==> src/verilog/tick_timer_defines.svh <==
`ifndef TICK_TIMER_DEFINES_SVH
`define TICK_TIMER_DEFINES_SVH

// ----------------------------------------------------------------------------
// register byte addresses (word aligned, data in bits 7:0)
// ----------------------------------------------------------------------------
`define TT_ADDR_CONTROL_STATUS 8'h00
`define TT_ADDR_COUNT_HIGH     8'h04
`define TT_ADDR_COUNT_LOW      8'h08
`define TT_ADDR_PERIOD_HIGH    8'h0C
`define TT_ADDR_PERIOD_LOW     8'h10

// ----------------------------------------------------------------------------
// control/status field positions
// ----------------------------------------------------------------------------
`define TT_BIT_OVERFLOW_FLAG   7
`define TT_BIT_IRQ_ENABLE      6
`define TT_BIT_COUNTER_HALT    5
`define TT_BIT_CLEAR_STROBE    4
`define TT_DIV_MSB             2
`define TT_DIV_LSB             0

// ----------------------------------------------------------------------------
// reset values and divider code clamp
// ----------------------------------------------------------------------------
`define TT_RESET_PERIOD        16'hFFFF
`define TT_RESET_DIV           3'h0
`define TT_DIV_MAX_CODE        3'h6

`endif

==> src/verilog/tick_timer_pkg.sv <==
package tick_timer_pkg;

    typedef struct packed {
        logic       irq_enable;
        logic       counter_halt;
        logic [2:0] clock_divider_select;
    } timer_ctrl_t;

    typedef struct packed {
        logic rd_status;
        logic wr_status;
        logic rd_count_high;
        logic rd_count_low;
        logic wr_period_high;
        logic wr_period_low;
    } access_t;

endpackage : tick_timer_pkg

==> src/verilog/periodic_tick_timer.sv <==
// What this block does
// 16-bit up-counter, free-running or modulo
// flag set when counter equals period
// after period match restart from zero
// flag cleared by status read then zero write
// overflow between the steps blocks clear
// writing one to flag ignored; reset clears
// enable bit gates interrupt request; reset clears
// halt bit freezes counter; reset sets it
// clear strobe zeroes counter and prescaler
// halt plus clear stops counter at zero
// divider select 1..64, code 7 is 64
// high byte read latches low byte buffer
// counter bytes read zero after reset/clear
// period high write inhibits flag until low
// reset sets all period bits
// wait mode keeps counting, irq wakes
// stop mode freezes everything, state kept
// break freezes the counter
// break without clear enable protects status
// break with clear enable allows clearing
// software reads low byte before break ends
// software clears counter before period write
// software leaves halt clear before wait
// irq high while flag and enable set
`timescale 1ns/10ps
`default_nettype none
`include "tick_timer_defines.svh"

module periodic_tick_timer #(
    parameter int CNT_W = 16
) (
    input  wire logic        core_clk,
    input  wire logic        rst,
    input  wire logic        cyc_i,
    input  wire logic        stb_i,
    input  wire logic        we_i,
    input  wire logic [7:0]  adr_i,
    input  wire logic [3:0]  sel_i,
    input  wire logic [31:0] dat_i,
    output logic      [31:0] dat_o,
    output logic             ack_o,
    output logic             err_o,
    input  wire logic        stop_mode,
    input  wire logic        break_active,
    input  wire logic        break_flag_clear_enable,
    output logic             irq
);

    // ------------------------------------------------------------------------
    // bus decode
    // ------------------------------------------------------------------------
    logic        req;
    logic        hit;
    logic        lane0;
    logic        take;
    tick_timer_pkg::access_t acc;

    assign req   = cyc_i && stb_i && !ack_o && !err_o;
    assign hit   = (adr_i == `TT_ADDR_CONTROL_STATUS) || (adr_i == `TT_ADDR_COUNT_HIGH)
                || (adr_i == `TT_ADDR_COUNT_LOW) || (adr_i == `TT_ADDR_PERIOD_HIGH)
                || (adr_i == `TT_ADDR_PERIOD_LOW);
    assign lane0 = sel_i[0];
    assign take  = req && hit && !stop_mode;
    assign acc.rd_status      = take && !we_i && adr_i == `TT_ADDR_CONTROL_STATUS;
    assign acc.wr_status      = take && we_i && lane0 && adr_i == `TT_ADDR_CONTROL_STATUS;
    assign acc.rd_count_high  = take && !we_i && adr_i == `TT_ADDR_COUNT_HIGH;
    assign acc.rd_count_low   = take && !we_i && adr_i == `TT_ADDR_COUNT_LOW;
    assign acc.wr_period_high = take && we_i && lane0 && adr_i == `TT_ADDR_PERIOD_HIGH;
    assign acc.wr_period_low  = take && we_i && lane0 && adr_i == `TT_ADDR_PERIOD_LOW;

    // ------------------------------------------------------------------------
    // state
    // ------------------------------------------------------------------------
    tick_timer_pkg::timer_ctrl_t ctrl;
    logic             overflow_flag;
    logic             clear_armed;
    logic [CNT_W-1:0] count;
    logic [CNT_W-1:0] period;
    logic [7:0]       period_high_hold;
    logic             period_inhibit;
    logic [5:0]       prescale;
    logic [7:0]       low_buffer;
    logic             low_latched;

    // ------------------------------------------------------------------------
    // prescaler and counter
    // ------------------------------------------------------------------------
    function automatic logic [5:0] div_mask(input logic [2:0] code);
        logic [2:0] c;
        c = (code > `TT_DIV_MAX_CODE) ? `TT_DIV_MAX_CODE : code;
        div_mask = 6'((7'h01 << c) - 7'h01);
    endfunction : div_mask

    logic       clear_now;
    logic       running;
    logic       tick;
    logic       match;
    logic       overflow_event;
    logic [5:0] next_prescale;

    assign clear_now = acc.wr_status && dat_i[`TT_BIT_CLEAR_STROBE];
    // frozen by halt, break or stop; wait mode is not an input, so it keeps counting
    assign running   = !ctrl.counter_halt && !break_active && !stop_mode;
    assign tick      = running && ((prescale & div_mask(ctrl.clock_divider_select))
                                   == div_mask(ctrl.clock_divider_select));
    assign match     = (count == period);
    assign overflow_event = tick && match && !period_inhibit;
    assign next_prescale  = running ? 6'(prescale + 6'h01) : prescale;

    always_ff @(posedge core_clk or posedge rst) begin
        if (rst) begin
            prescale <= 6'h00;
            count    <= '0;
        end else if (clear_now) begin
            prescale <= 6'h00;
            count    <= '0;
        end else begin
            prescale <= next_prescale;
            if (tick) begin
                // wraps naturally when period is all ones
                count <= match ? '0 : CNT_W'(count + 1'b1);
            end
        end
    end

    // ------------------------------------------------------------------------
    // control/status register and overflow flag
    // ------------------------------------------------------------------------
    logic status_protect;
    logic flag_clear;

    assign status_protect = break_active && !break_flag_clear_enable;
    // an overflow in the same cycle wins, and any overflow disarms the pending clear
    assign flag_clear = acc.wr_status && !dat_i[`TT_BIT_OVERFLOW_FLAG] && clear_armed
                     && !status_protect && !overflow_event;

    always_ff @(posedge core_clk or posedge rst) begin
        if (rst) begin
            ctrl.irq_enable           <= 1'b0;
            ctrl.counter_halt         <= 1'b1;
            ctrl.clock_divider_select <= `TT_RESET_DIV;
        end else if (acc.wr_status) begin
            ctrl.irq_enable           <= dat_i[`TT_BIT_IRQ_ENABLE];
            ctrl.counter_halt         <= dat_i[`TT_BIT_COUNTER_HALT];
            ctrl.clock_divider_select <= dat_i[`TT_DIV_MSB:`TT_DIV_LSB];
        end
    end

    always_ff @(posedge core_clk or posedge rst) begin
        if (rst) begin
            overflow_flag <= 1'b0;
        end else if (overflow_event) begin
            overflow_flag <= 1'b1;
        end else if (flag_clear) begin
            overflow_flag <= 1'b0;
        end
    end

    // first step survives a protected break; second step after it completes
    always_ff @(posedge core_clk or posedge rst) begin
        if (rst) begin
            clear_armed <= 1'b0;
        end else if (overflow_event || flag_clear) begin
            clear_armed <= 1'b0;
        end else if (acc.rd_status && overflow_flag && !status_protect) begin
            clear_armed <= 1'b1;
        end
    end

    // registered so the request pin comes straight from a flop
    logic next_overflow_flag;
    logic next_irq_enable;

    assign next_overflow_flag = overflow_event || (overflow_flag && !flag_clear);
    assign next_irq_enable    = acc.wr_status ? dat_i[`TT_BIT_IRQ_ENABLE] : ctrl.irq_enable;

    always_ff @(posedge core_clk or posedge rst) begin
        if (rst) begin
            irq <= 1'b0;
        end else begin
            irq <= next_overflow_flag && next_irq_enable;
        end
    end

    // ------------------------------------------------------------------------
    // period registers
    // ------------------------------------------------------------------------
    always_ff @(posedge core_clk or posedge rst) begin
        if (rst) begin
            period           <= `TT_RESET_PERIOD;
            period_high_hold <= 8'hFF;
            period_inhibit   <= 1'b0;
        end else if (acc.wr_period_high) begin
            period_high_hold <= dat_i[7:0];
            period_inhibit   <= 1'b1;
        end else if (acc.wr_period_low) begin
            period         <= {period_high_hold, dat_i[7:0]};
            period_inhibit <= 1'b0;
        end
    end

    // ------------------------------------------------------------------------
    // counter read latch
    // ------------------------------------------------------------------------
    always_ff @(posedge core_clk or posedge rst) begin
        if (rst) begin
            low_buffer  <= 8'h00;
            low_latched <= 1'b0;
        end else if (clear_now) begin
            low_buffer  <= 8'h00;
            low_latched <= 1'b0;
        end else if (acc.rd_count_high && !low_latched) begin
            low_buffer  <= count[7:0];
            low_latched <= 1'b1;
        end else if (acc.rd_count_low) begin
            low_latched <= 1'b0;
        end
    end

    // ------------------------------------------------------------------------
    // read mux and answer
    // ------------------------------------------------------------------------
    logic [7:0] rd_byte;
    logic [7:0] status_byte;

    assign status_byte = {overflow_flag, ctrl.irq_enable, ctrl.counter_halt, 1'b0, 1'b0,
                          ctrl.clock_divider_select};
    assign rd_byte = (adr_i == `TT_ADDR_CONTROL_STATUS) ? status_byte
                   : (adr_i == `TT_ADDR_COUNT_HIGH)     ? count[15:8]
                   : (adr_i == `TT_ADDR_COUNT_LOW)      ? (low_latched ? low_buffer
                                                                       : count[7:0])
                   : (adr_i == `TT_ADDR_PERIOD_HIGH)    ? period_high_hold
                   : (adr_i == `TT_ADDR_PERIOD_LOW)     ? period[7:0]
                   : 8'h00;

    always_ff @(posedge core_clk or posedge rst) begin
        if (rst) begin
            ack_o <= 1'b0;
            err_o <= 1'b0;
            dat_o <= 32'h0000_0000;
        end else begin
            ack_o <= take;
            err_o <= req && !hit && !stop_mode;
            dat_o <= (take && !we_i) ? {24'h000000, rd_byte} : 32'h0000_0000;
        end
    end
endmodule : periodic_tick_timer
`default_nettype wire

==> config.mk <==
export PLATFORM = sky130hd
export DESIGN_NAME = periodic_tick_timer
export DESIGN_NICKNAME = d
export VERILOG_FILES = /design/src/verilog/tick_timer_pkg.sv /design/src/verilog/periodic_tick_timer.sv
export VERILOG_INCLUDE_DIRS = /design/src /design/src/verilog
export SDC_FILE = /design/constraint.sdc
export NUM_CORES = 1
export LEC_CHECK = 0
export ABC_CLOCK_PERIOD_IN_PS = 2500
export BUFFER_PORTS_ARGS = -buffer_cell sky130_fd_sc_hd__buf_2
export CAP_MARGIN = 5
export CORE_MARGIN = 4
export CORE_UTILIZATION = 55
export CTS_BUF_LIST = sky130_fd_sc_hd__clkbuf_16
export CTS_CLUSTER_SIZE = 25
export DETAILED_ROUTE_END_ITERATION = 10
export PLACE_DENSITY = 0.88
export SLEW_MARGIN = 20
export SYNTH_ARGS = -nofsm -noshare
export SYNTH_HDL_FRONTEND = slang
export SYNTH_SLANG_ARGS = --single-unit
==> constraint.sdc <==
create_clock -name core_clk -period 2.5 [get_ports core_clk]
set_input_delay 0.5 -clock core_clk [delete_from_list [all_inputs] [get_ports core_clk]]
set_output_delay 0.5 -clock core_clk [all_outputs]
set_load 0.01 [all_outputs]
Word level (Yosys, flattened, before mapping)
Cells that the tools add are included.

Muxes and demuxes: 25. Add/subtract/negate cells: 3. Shifts and indexed selects: 1. Eq/ne operators: 6. Reductions and logical operators: 61. Bitwise logic cells: 2. Order comparisons: 1.

Operator list (count): 8-bit 2-to-1 mux (9); 16-bit 2-to-1 mux (3); 1-bit logical AND (32); 16-bit by 1-bit adder with 16-bit output, second input constant (1); 16-bit == test (1); 8-bit by 4-bit == test with 1-bit output, second input constant (2); 1-bit zero test (14); 6-bit 2-to-1 mux (2); 2-bit nonzero test (6); 1-bit 2-to-1 mux (10); 8-bit by 3-bit == test with 1-bit output, second input constant (1); 8-bit by 5-bit == test with 1-bit output, second input constant (1); 8-bit zero test (1); 6-bit by 1-bit adder with 6-bit output, second input constant (1); 6-bit bitwise AND (1); 6-bit == test (1); 1-bit logical OR (6); 1-bit by 3-bit left shift with 6-bit output, first input constant (1); 6-bit by 1-bit subtractor with 6-bit output, second input constant (1); 3-bit > comparator, second input constant (1); 3-bit 2-to-1 mux (1); 3-bit nonzero test (1); 2-bit AND reduction (1); 1-bit inverter (1).

Bits of input ports: 52. Output and inout port bits: 35. Flip-flop bits (word level): 74. Logic and storage cells: 115.

Depth between registers and ports, before layout
Gate-level depths: netlist of the first run.

Depth in word-level cells: 18. Gate-level depth with buffers: 8. Gate-level depth less buffers: 5.

Worst setup path after synthesis of the first run
No wires, ideal clock.

Path kind: input port to flip-flop. Start: in adr_i[0]. End: reg period[0]. Library setup time: 85 ps. Required time: 2415 ps. Path buffers: 3. Setup slack: 128 ps. Stages: 8. Data arrival time: 2287 ps. Path through: or4_4 -> nand4bb_1 -> buf_2 -> nor2_1 -> and3_1 -> buf_2 -> buf_4 -> mux2_1.

Longest elaborated chain between the ends: 12. Elaborated cells on any way between the ends: 17. Classes of those cells: eq/ne: 4; bitwise: 1; reduce/logical: 12.

RTL lines: start: declaration (line periodic_tick_timer.sv:38) `input wire logic [7:0] adr_i,`; 8-bit by 3-bit == test with 1-bit output (no line) or 8-bit zero test (tied branches); 1-bit logical OR (4 in series) (line periodic_tick_timer.sv:60) `` assign hit = (adr_i == `TT_ADDR_CONTROL_STATUS) || (adr_i == `TT_ADDR_COUNT_HIGH) ``; 1-bit logical AND (2 in series) (line periodic_tick_timer.sv:64) `assign take = req && hit && !stop_mode;`; 1-bit logical AND (2 in series) (line periodic_tick_timer.sv:69, periodic_tick_timer.sv:70); 1-bit logical AND (no line); 1-bit inverter (no line); 2-bit AND reduction (no line) (*); end signal: assignment (line periodic_tick_timer.sv:191) `` period <= `TT_RESET_PERIOD; ``; end signal: assignment (line periodic_tick_timer.sv:198) `period <= {period_high_hold, dat_i[7:0]};`; end: declaration (line periodic_tick_timer.sv:79) `logic [CNT_W-1:0] period;`.

Every way passes the cells marked *; elsewhere a longest branch is shown, timed or not. A chain may end at the register's enable or synchronous reset.

Final worst setup path of the first run
Start: in adr_i[0]. End: reg low_latched.

Longest elaborated chain between the ends: 12. Elaborated cells on any way between the ends: 22. Classes of those cells: eq/ne: 4; mux: 2; reduce/logical: 16.

RTL lines: 8-bit by 3-bit == test with 1-bit output (no line) or 8-bit zero test (tied branches); 1-bit logical OR (4 in series) (line periodic_tick_timer.sv:60); 1-bit logical AND (2 in series) (line periodic_tick_timer.sv:64); 1-bit logical AND (on tied branches) (line periodic_tick_timer.sv:67, periodic_tick_timer.sv:68, periodic_tick_timer.sv:66); 1-bit logical AND (on tied branches) (2 in series); 1-bit 2-to-1 mux or 1-bit logical AND (tied branches) (line periodic_tick_timer.sv:213, periodic_tick_timer.sv:102); 1-bit 2-to-1 mux or 3-bit nonzero test (tied branches); end signal: assignment (line periodic_tick_timer.sv:209) `low_latched <= 1'b0;`; end signal: assignment (line periodic_tick_timer.sv:212) `low_latched <= 1'b0;`; end signal: assignment (line periodic_tick_timer.sv:215) `low_latched <= 1'b1;`; end: declaration (line periodic_tick_timer.sv:84) `logic low_latched;`.

Parallel ways exist; a longest one is shown, timed or not.

==> impl_metrics.env, run 1 <==
export IMPL_status="finished clean"
export IMPL_post_route_util=0.671
export IMPL_leakagePower_nw=2.14
export IMPL_first_pass_iters=6
export IMPL_fp_dieW_um=93.0
export IMPL_grt_max_degree=38
export IMPL_cp_cell_sequence="buf_2, or4_4, nand4bb_1, buf_4, or3_1, or3_1, o31ai_1"
export IMPL_htreeDepth=3
export IMPL_tightest_slew_ns=0.764
export IMPL_worstSkewPairLatency_ns=0.34
export IMPL_netlist_area_leader_share=0.308
export IMPL_cp_data_required_time_ns=2.74
export IMPL_cp_depth=7
export IMPL_syn_inst=385
export IMPL_yosysTopAreaCell="dfrtp_1"
export IMPL_cts_tree="built"
export IMPL_path_clk_slew_ns=0.06
export IMPL_routed_via_density=6.06
export IMPL_max_freq_mhz=455
export IMPL_period_share=0.880
export IMPL_finClkSkew_ns=0.00757
export IMPL_initialDrtViolationCount=452
export IMPL_post_cts_resized=0
export IMPL_path_buf_inv=2
export IMPL_r2r_start="ctrl[0]"
export IMPL_numCtsBuffers=9
export IMPL_r2r_cells=6
export IMPL_hold_class="in2async"
export IMPL_synthToLayoutAreaGrowth_pct=16.6
export IMPL_fp_coreArea_um2=6910
export IMPL_path_common_cell="or3_1"
export IMPL_clock_sinks=74
export IMPL_fp_dieArea_um2=8660
export IMPL_synth_edff_count=0
export IMPL_tns_ns=0
export IMPL_start_util=0.576
export IMPL_avgSynthCellArea_um2=10.3
export IMPL_numPortBuffers=35
export IMPL_die_h_um=93.0
export IMPL_seq_area_frac_synth=0.473
export IMPL_power_total_mw=3.29
export IMPL_grt_pass1_vias=3212
export IMPL_ys_warn_count=0
export IMPL_post_cts_buffers=0
export IMPL_syn_area_um2=3980
export IMPL_rows=30
export IMPL_maxCapViolCount=0
export IMPL_antenna_left=0
export IMPL_synth_async_reset_ratio=1.00
export IMPL_end_kind="register"
export IMPL_max_stage_delay_ns=0.53
export IMPL_synthDistinctLibCells=49
export IMPL_yosys_top_cells_area="dfrtp_1 (31%), dfstp_2 (17%), mux2_1 (4.8%)"
export IMPL_final_max_slew_violation_count=0
export IMPL_holdWs_ns=0.214
export IMPL_rsz0062_at_grt="false"
export IMPL_grt_pass1_wl_um=16300
export IMPL_nets=486
export IMPL_hold_viol=0
export IMPL_synth_ff_type="dfrtp_1"
export IMPL_clockBufferDepth=2
export IMPL_crit_type="in2reg"
export IMPL_crit_family="simple AND/OR/NAND/NOR gates"
export IMPL_antenna_found_initial=0
export IMPL_p_per_area_nw_per_um2=711
export IMPL_drc_errors=0
export IMPL_final_cells=533
export IMPL_wl_um=10000
export IMPL_ys_seq_elements=74
export IMPL_ff2ff_setup_slack_ns=0.32
export IMPL_final_common_cell="dfrtp_1"
export IMPL_crit_path_start_kind="primary input"
export IMPL_dp_cells=517
export IMPL_post_dp_hpwl_um=7020
export IMPL_cts_hold_buf=0
export IMPL_arrival_ns=2.44
export IMPL_track_usage=0.245
export IMPL_drt_wirelength_per_cell_um=18.8
export IMPL_finalSetupViolations=0
export IMPL_mostFrequentLayoutCells="dfrtp_1 (49), buf_2 (35), a21oi_1 (27)"
export IMPL_path_max_fanout=6
export IMPL_period_needed_ns=2.20
export IMPL_vdd_drop_max_uv=526
export IMPL_io_pins=87
export IMPL_routabilityCongestion=0.960
export IMPL_slew_headroom=0.486
export IMPL_drive_above_1_share=0.265
export IMPL_r2r_end="count[11]"
export IMPL_grt_overflow_total=0
export IMPL_vias=3228
export IMPL_crit_path_top_delay_cell="or4_4"
export IMPL_clock_root_buffer="clkbuf_16"
export IMPL_num_antenna_cells=0
how the worst max path moves through the flow:
stage / end / startpoint
2_1_floorplan: period[0] / adr_i[0]
3_3_place_gp: irq / adr_i[0]
3_5_place_dp: irq / adr_i[0]
4_1_cts: low_latched / adr_i[0]
5_1_grt: count[11] / prescale[2]
6_report: low_latched / adr_i[0]
layout make-up:
class	instances	area, um^2
clock buffers	9	225
clock inverters	7	118
repair buffers	56	370
inverters	10	37.5
flip-flops and latches	74	1880
well taps	96	120
fillers	504	2270
multi-input cells	281	1880
per-stage QoR:
stage | instance area, um^2 | worst slack (ns)
detailed placement | 4290 | -0.0175
global route | 4640 | 0.139
CTS | 4640 | 0.322
finish | 4640 | 0.301
global placement | 4290 | 0.00992
floorplan | 4060 | 0.128
synth_stat cells (all sizes together), types with 2 or more instances:
| master | n |
|---|---|
| nand2b | 5 |
| o31ai | 8 |
| nor2 | 21 |
| a21oi | 27 |
| mux2i | 11 |
| and2 | 2 |
| a22oi | 2 |
| and3 | 4 |
| ha | 2 |
| clkbuf | 14 |
| o211a | 3 |
| nand2 | 24 |
| or4 | 8 |
| o22ai | 5 |
| buf | 29 |
| mux2 | 29 |
| nor3 | 12 |
| nand3 | 7 |
| dfstp | 25 |
| xnor2 | 18 |
| nand4 | 13 |
| a22o | 9 |
| o21ai | 15 |
| nor2b | 4 |
| inv | 10 |
| dfrtp | 49 |
| xor2 | 5 |
| or3 | 8 |
| nand3b | 2 |
worst reg2reg max path, cell delays in order (launching register included):
cell and delay, ns:
dfrtp_1 0.41, nor2b_1 0.15, o311ai_1 0.48, nand3_1 0.14, buf_4 0.21, or4_1 0.52
a21oi_1 0.18
flip-flops by register name, summed over array words and instances (netlist names):
| register | count |
|---|---|
| count | 16 |
| period | 16 |
| dat_o | 8 |
| low_buffer | 8 |
| period_high_hold | 8 |
| prescale | 6 |
| ctrl | 5 |
| ack_o | 1 |
| clear_armed | 1 |
| err_o | 1 |
| irq | 1 |
| low_latched | 1 |
| overflow_flag | 1 |
| period_inhibit | 1 |
cell families (layout without fill, tap and decap cells):
| group | after synthesis | in the layout | share of synthesized area |
|---|---|---|---|
| AOI/OAI and AO/OA | 76 | 76 | 0.121 |
| xor gates and xnor gates | 23 | 23 | 0.0506 |
| adders and majority gates | 2 | 2 | 0.00629 |
| buffers and inverters | 53 | 82 | 0.0749 |
| DFF | 74 | 74 | 0.473 |
| muxes | 40 | 40 | 0.110 |
| other | 1 | 24 | 0.000943 |
| and+or+nand+nor | 116 | 116 | 0.163 |
power breakdown:
part | switching, mW | internal (mW) | leakage (nW)
registers | 0.167 | 1.29 | 0.906
logic | 0.209 | 0.160 | 1.07
clock network | 0.501 | 0.972 | 0.159
total | 0.876 | 2.42 | 2.14
metal layers:
layer  global-route usage  up-vias  wire (um)
met5                    0        -          0
li1                     -     1426          -
met4                0.123        0        387
met3               0.0434       49        865
met2                0.396      204       4730
met1                0.317     1549       4050
(Power assumes the default switching activity.)
==> inputs of run 2 (changes only) <==
--- a/config.mk
+++ b/config.mk
@@ -11,7 +11,6 @@
 export CAP_MARGIN = 5
 export CORE_MARGIN = 4
 export CORE_UTILIZATION = 55
-export CTS_BUF_LIST = sky130_fd_sc_hd__clkbuf_16
 export CTS_CLUSTER_SIZE = 25
 export DETAILED_ROUTE_END_ITERATION = 10
 export PLACE_DENSITY = 0.88
==> run 2 against run 1 <==
Against the previous run:
- largest cell class unchanged
- design area down 2.0%
- setup slack better by 0.039 ns
- routed wire length decreased by 1.9%
- count of clock-buffer cells in the layout grew 1
- sequential cell count unchanged
==> impl_metrics.env, run 2 (synthesized netlist as in run 1, its figures left out) <==
export IMPL_clock_root_buffer="clkbuf_8"
export IMPL_clockBufferDepth=2
export IMPL_nets=486
export IMPL_mostFrequentLayoutCells="dfrtp_1 (49), buf_2 (35), a21oi_1 (27)"
export IMPL_stdcell_area_um2=4550
export IMPL_post_route_util=0.658
export IMPL_crit_path_start_kind="register"
export IMPL_leakagePower_nw=2.10
export IMPL_vdd_drop_max_uv=442
export IMPL_final_max_slew_violation_count=0
export IMPL_setup_ws_ns=0.340
export IMPL_path_clk_slew_ns=0.08
export IMPL_numPortBuffers=35
export IMPL_period_share=0.864
export IMPL_tightest_slew_ns=0.773
export IMPL_crit_path_top_delay_cell="nor4_1"
export IMPL_worstSkewPairLatency_ns=0.36
export IMPL_fp_coreArea_um2=6910
export IMPL_path_max_fanout=14
export IMPL_clock_sinks=74
export IMPL_place_area_um2=4290
export IMPL_period_needed_ns=2.16
export IMPL_grt_overflow_total=0
export IMPL_rsz0062_at_grt="false"
export IMPL_finalSetupViolations=0
export IMPL_grt_pass1_wl_um=16000
export IMPL_cts_hold_buf=0
export IMPL_hold_viol=0
export IMPL_hold_class="in2async"
export IMPL_end_kind="register"
export IMPL_fill_cells=525
export IMPL_crit_family="simple AND/OR/NAND/NOR gates"
export IMPL_slew_headroom=0.480
export IMPL_tns_ns=0
export IMPL_path_buf_inv=1
export IMPL_crit_type="reg2reg"
export IMPL_grt_max_degree=38
export IMPL_dp_cells=517
export IMPL_io_pins=87
export IMPL_wl_um=9830
export IMPL_final_cells=533
export IMPL_power_total_mw=2.96
export IMPL_final_common_cell="dfrtp_1"
export IMPL_num_antenna_cells=0
export IMPL_first_pass_iters=5
export IMPL_antenna_left=0
export IMPL_htreeDepth=3
export IMPL_synthToLayoutAreaGrowth_pct=14.3
export IMPL_max_stage_delay_ns=0.69
export IMPL_numCtsBuffers=9
export IMPL_routabilityCongestion=0.960
export IMPL_p_per_area_nw_per_um2=651
export IMPL_drc_errors=0
export IMPL_track_usage=0.241
export IMPL_routed_via_density=5.96
export IMPL_post_dp_hpwl_um=7020
export IMPL_fp_dieW_um=93.0
export IMPL_antenna_found_initial=0
export IMPL_initialDrtViolationCount=399
export IMPL_cp_data_required_time_ns=2.74
export IMPL_max_freq_mhz=463
export IMPL_top_regs="count: 16 flops, period: 16 flops"
export IMPL_maxCapViolCount=0
export IMPL_cts_tree="built"
export IMPL_cp_cell_sequence="xnor2_1, nand4_1, nor4_1, a22o_1, buf_12, a21oi_1"
export IMPL_die_h_um=93.0
export IMPL_holdWs_ns=0.187
export IMPL_grt_pass1_vias=3219
export IMPL_rows=30
export IMPL_post_cts_resized=0
export IMPL_arrival_ns=2.40
export IMPL_vias=3175
export IMPL_start_util=0.576
export IMPL_drt_wirelength_per_cell_um=18.5
export IMPL_drive_above_1_share=0.268
export IMPL_status="finished clean"
export IMPL_post_cts_buffers=0
export IMPL_fp_dieArea_um2=8660
export IMPL_finClkSkew_ns=0.00885
export IMPL_pre_cts_slack_ns=-0.0175
run 2: area by class of cell:
type	count	area, um^2	area share
sequential	74	1880	0.414
multi-input combinational	281	1880	0.414
timing repair buffer	56	370	0.0815
clock buffer	10	138	0.0303
tap	96	120	0.0264
clock inverter	6	114	0.0250
inverter	10	37.5	0.00826
run 2: metal layers:
layer	track usage	vias up	share of wire
met5	0	-	0
met4	0.116	0	0.038
met3	0.0571	41	0.072
met2	0.391	156	0.48
met1	0.305	1549	0.41
li1	-	1429	-
run 2: where the power goes:
group          internal [mW]  switching [mW]
Clock                  0.691           0.457
Sequential              1.28           0.164
Combinational          0.160           0.204
Total                   2.14           0.825
run 2: worst paths after layout:
check	start	end	slack (ns)	cells past startpoint
worst max-delay path	count[0]	count[13]	0.34	6
worst min-delay path	rst	low_buffer[0]	0.19	2
worst min register to register	low_buffer[6]	low_buffer[6]	0.51	1
worst max register to register	count[0]	count[13]	0.34	6
max in group asynchronous	rst	period[4]	1.62	3
min in group core_clk	dat_i[3]	period[3]	0.37	2
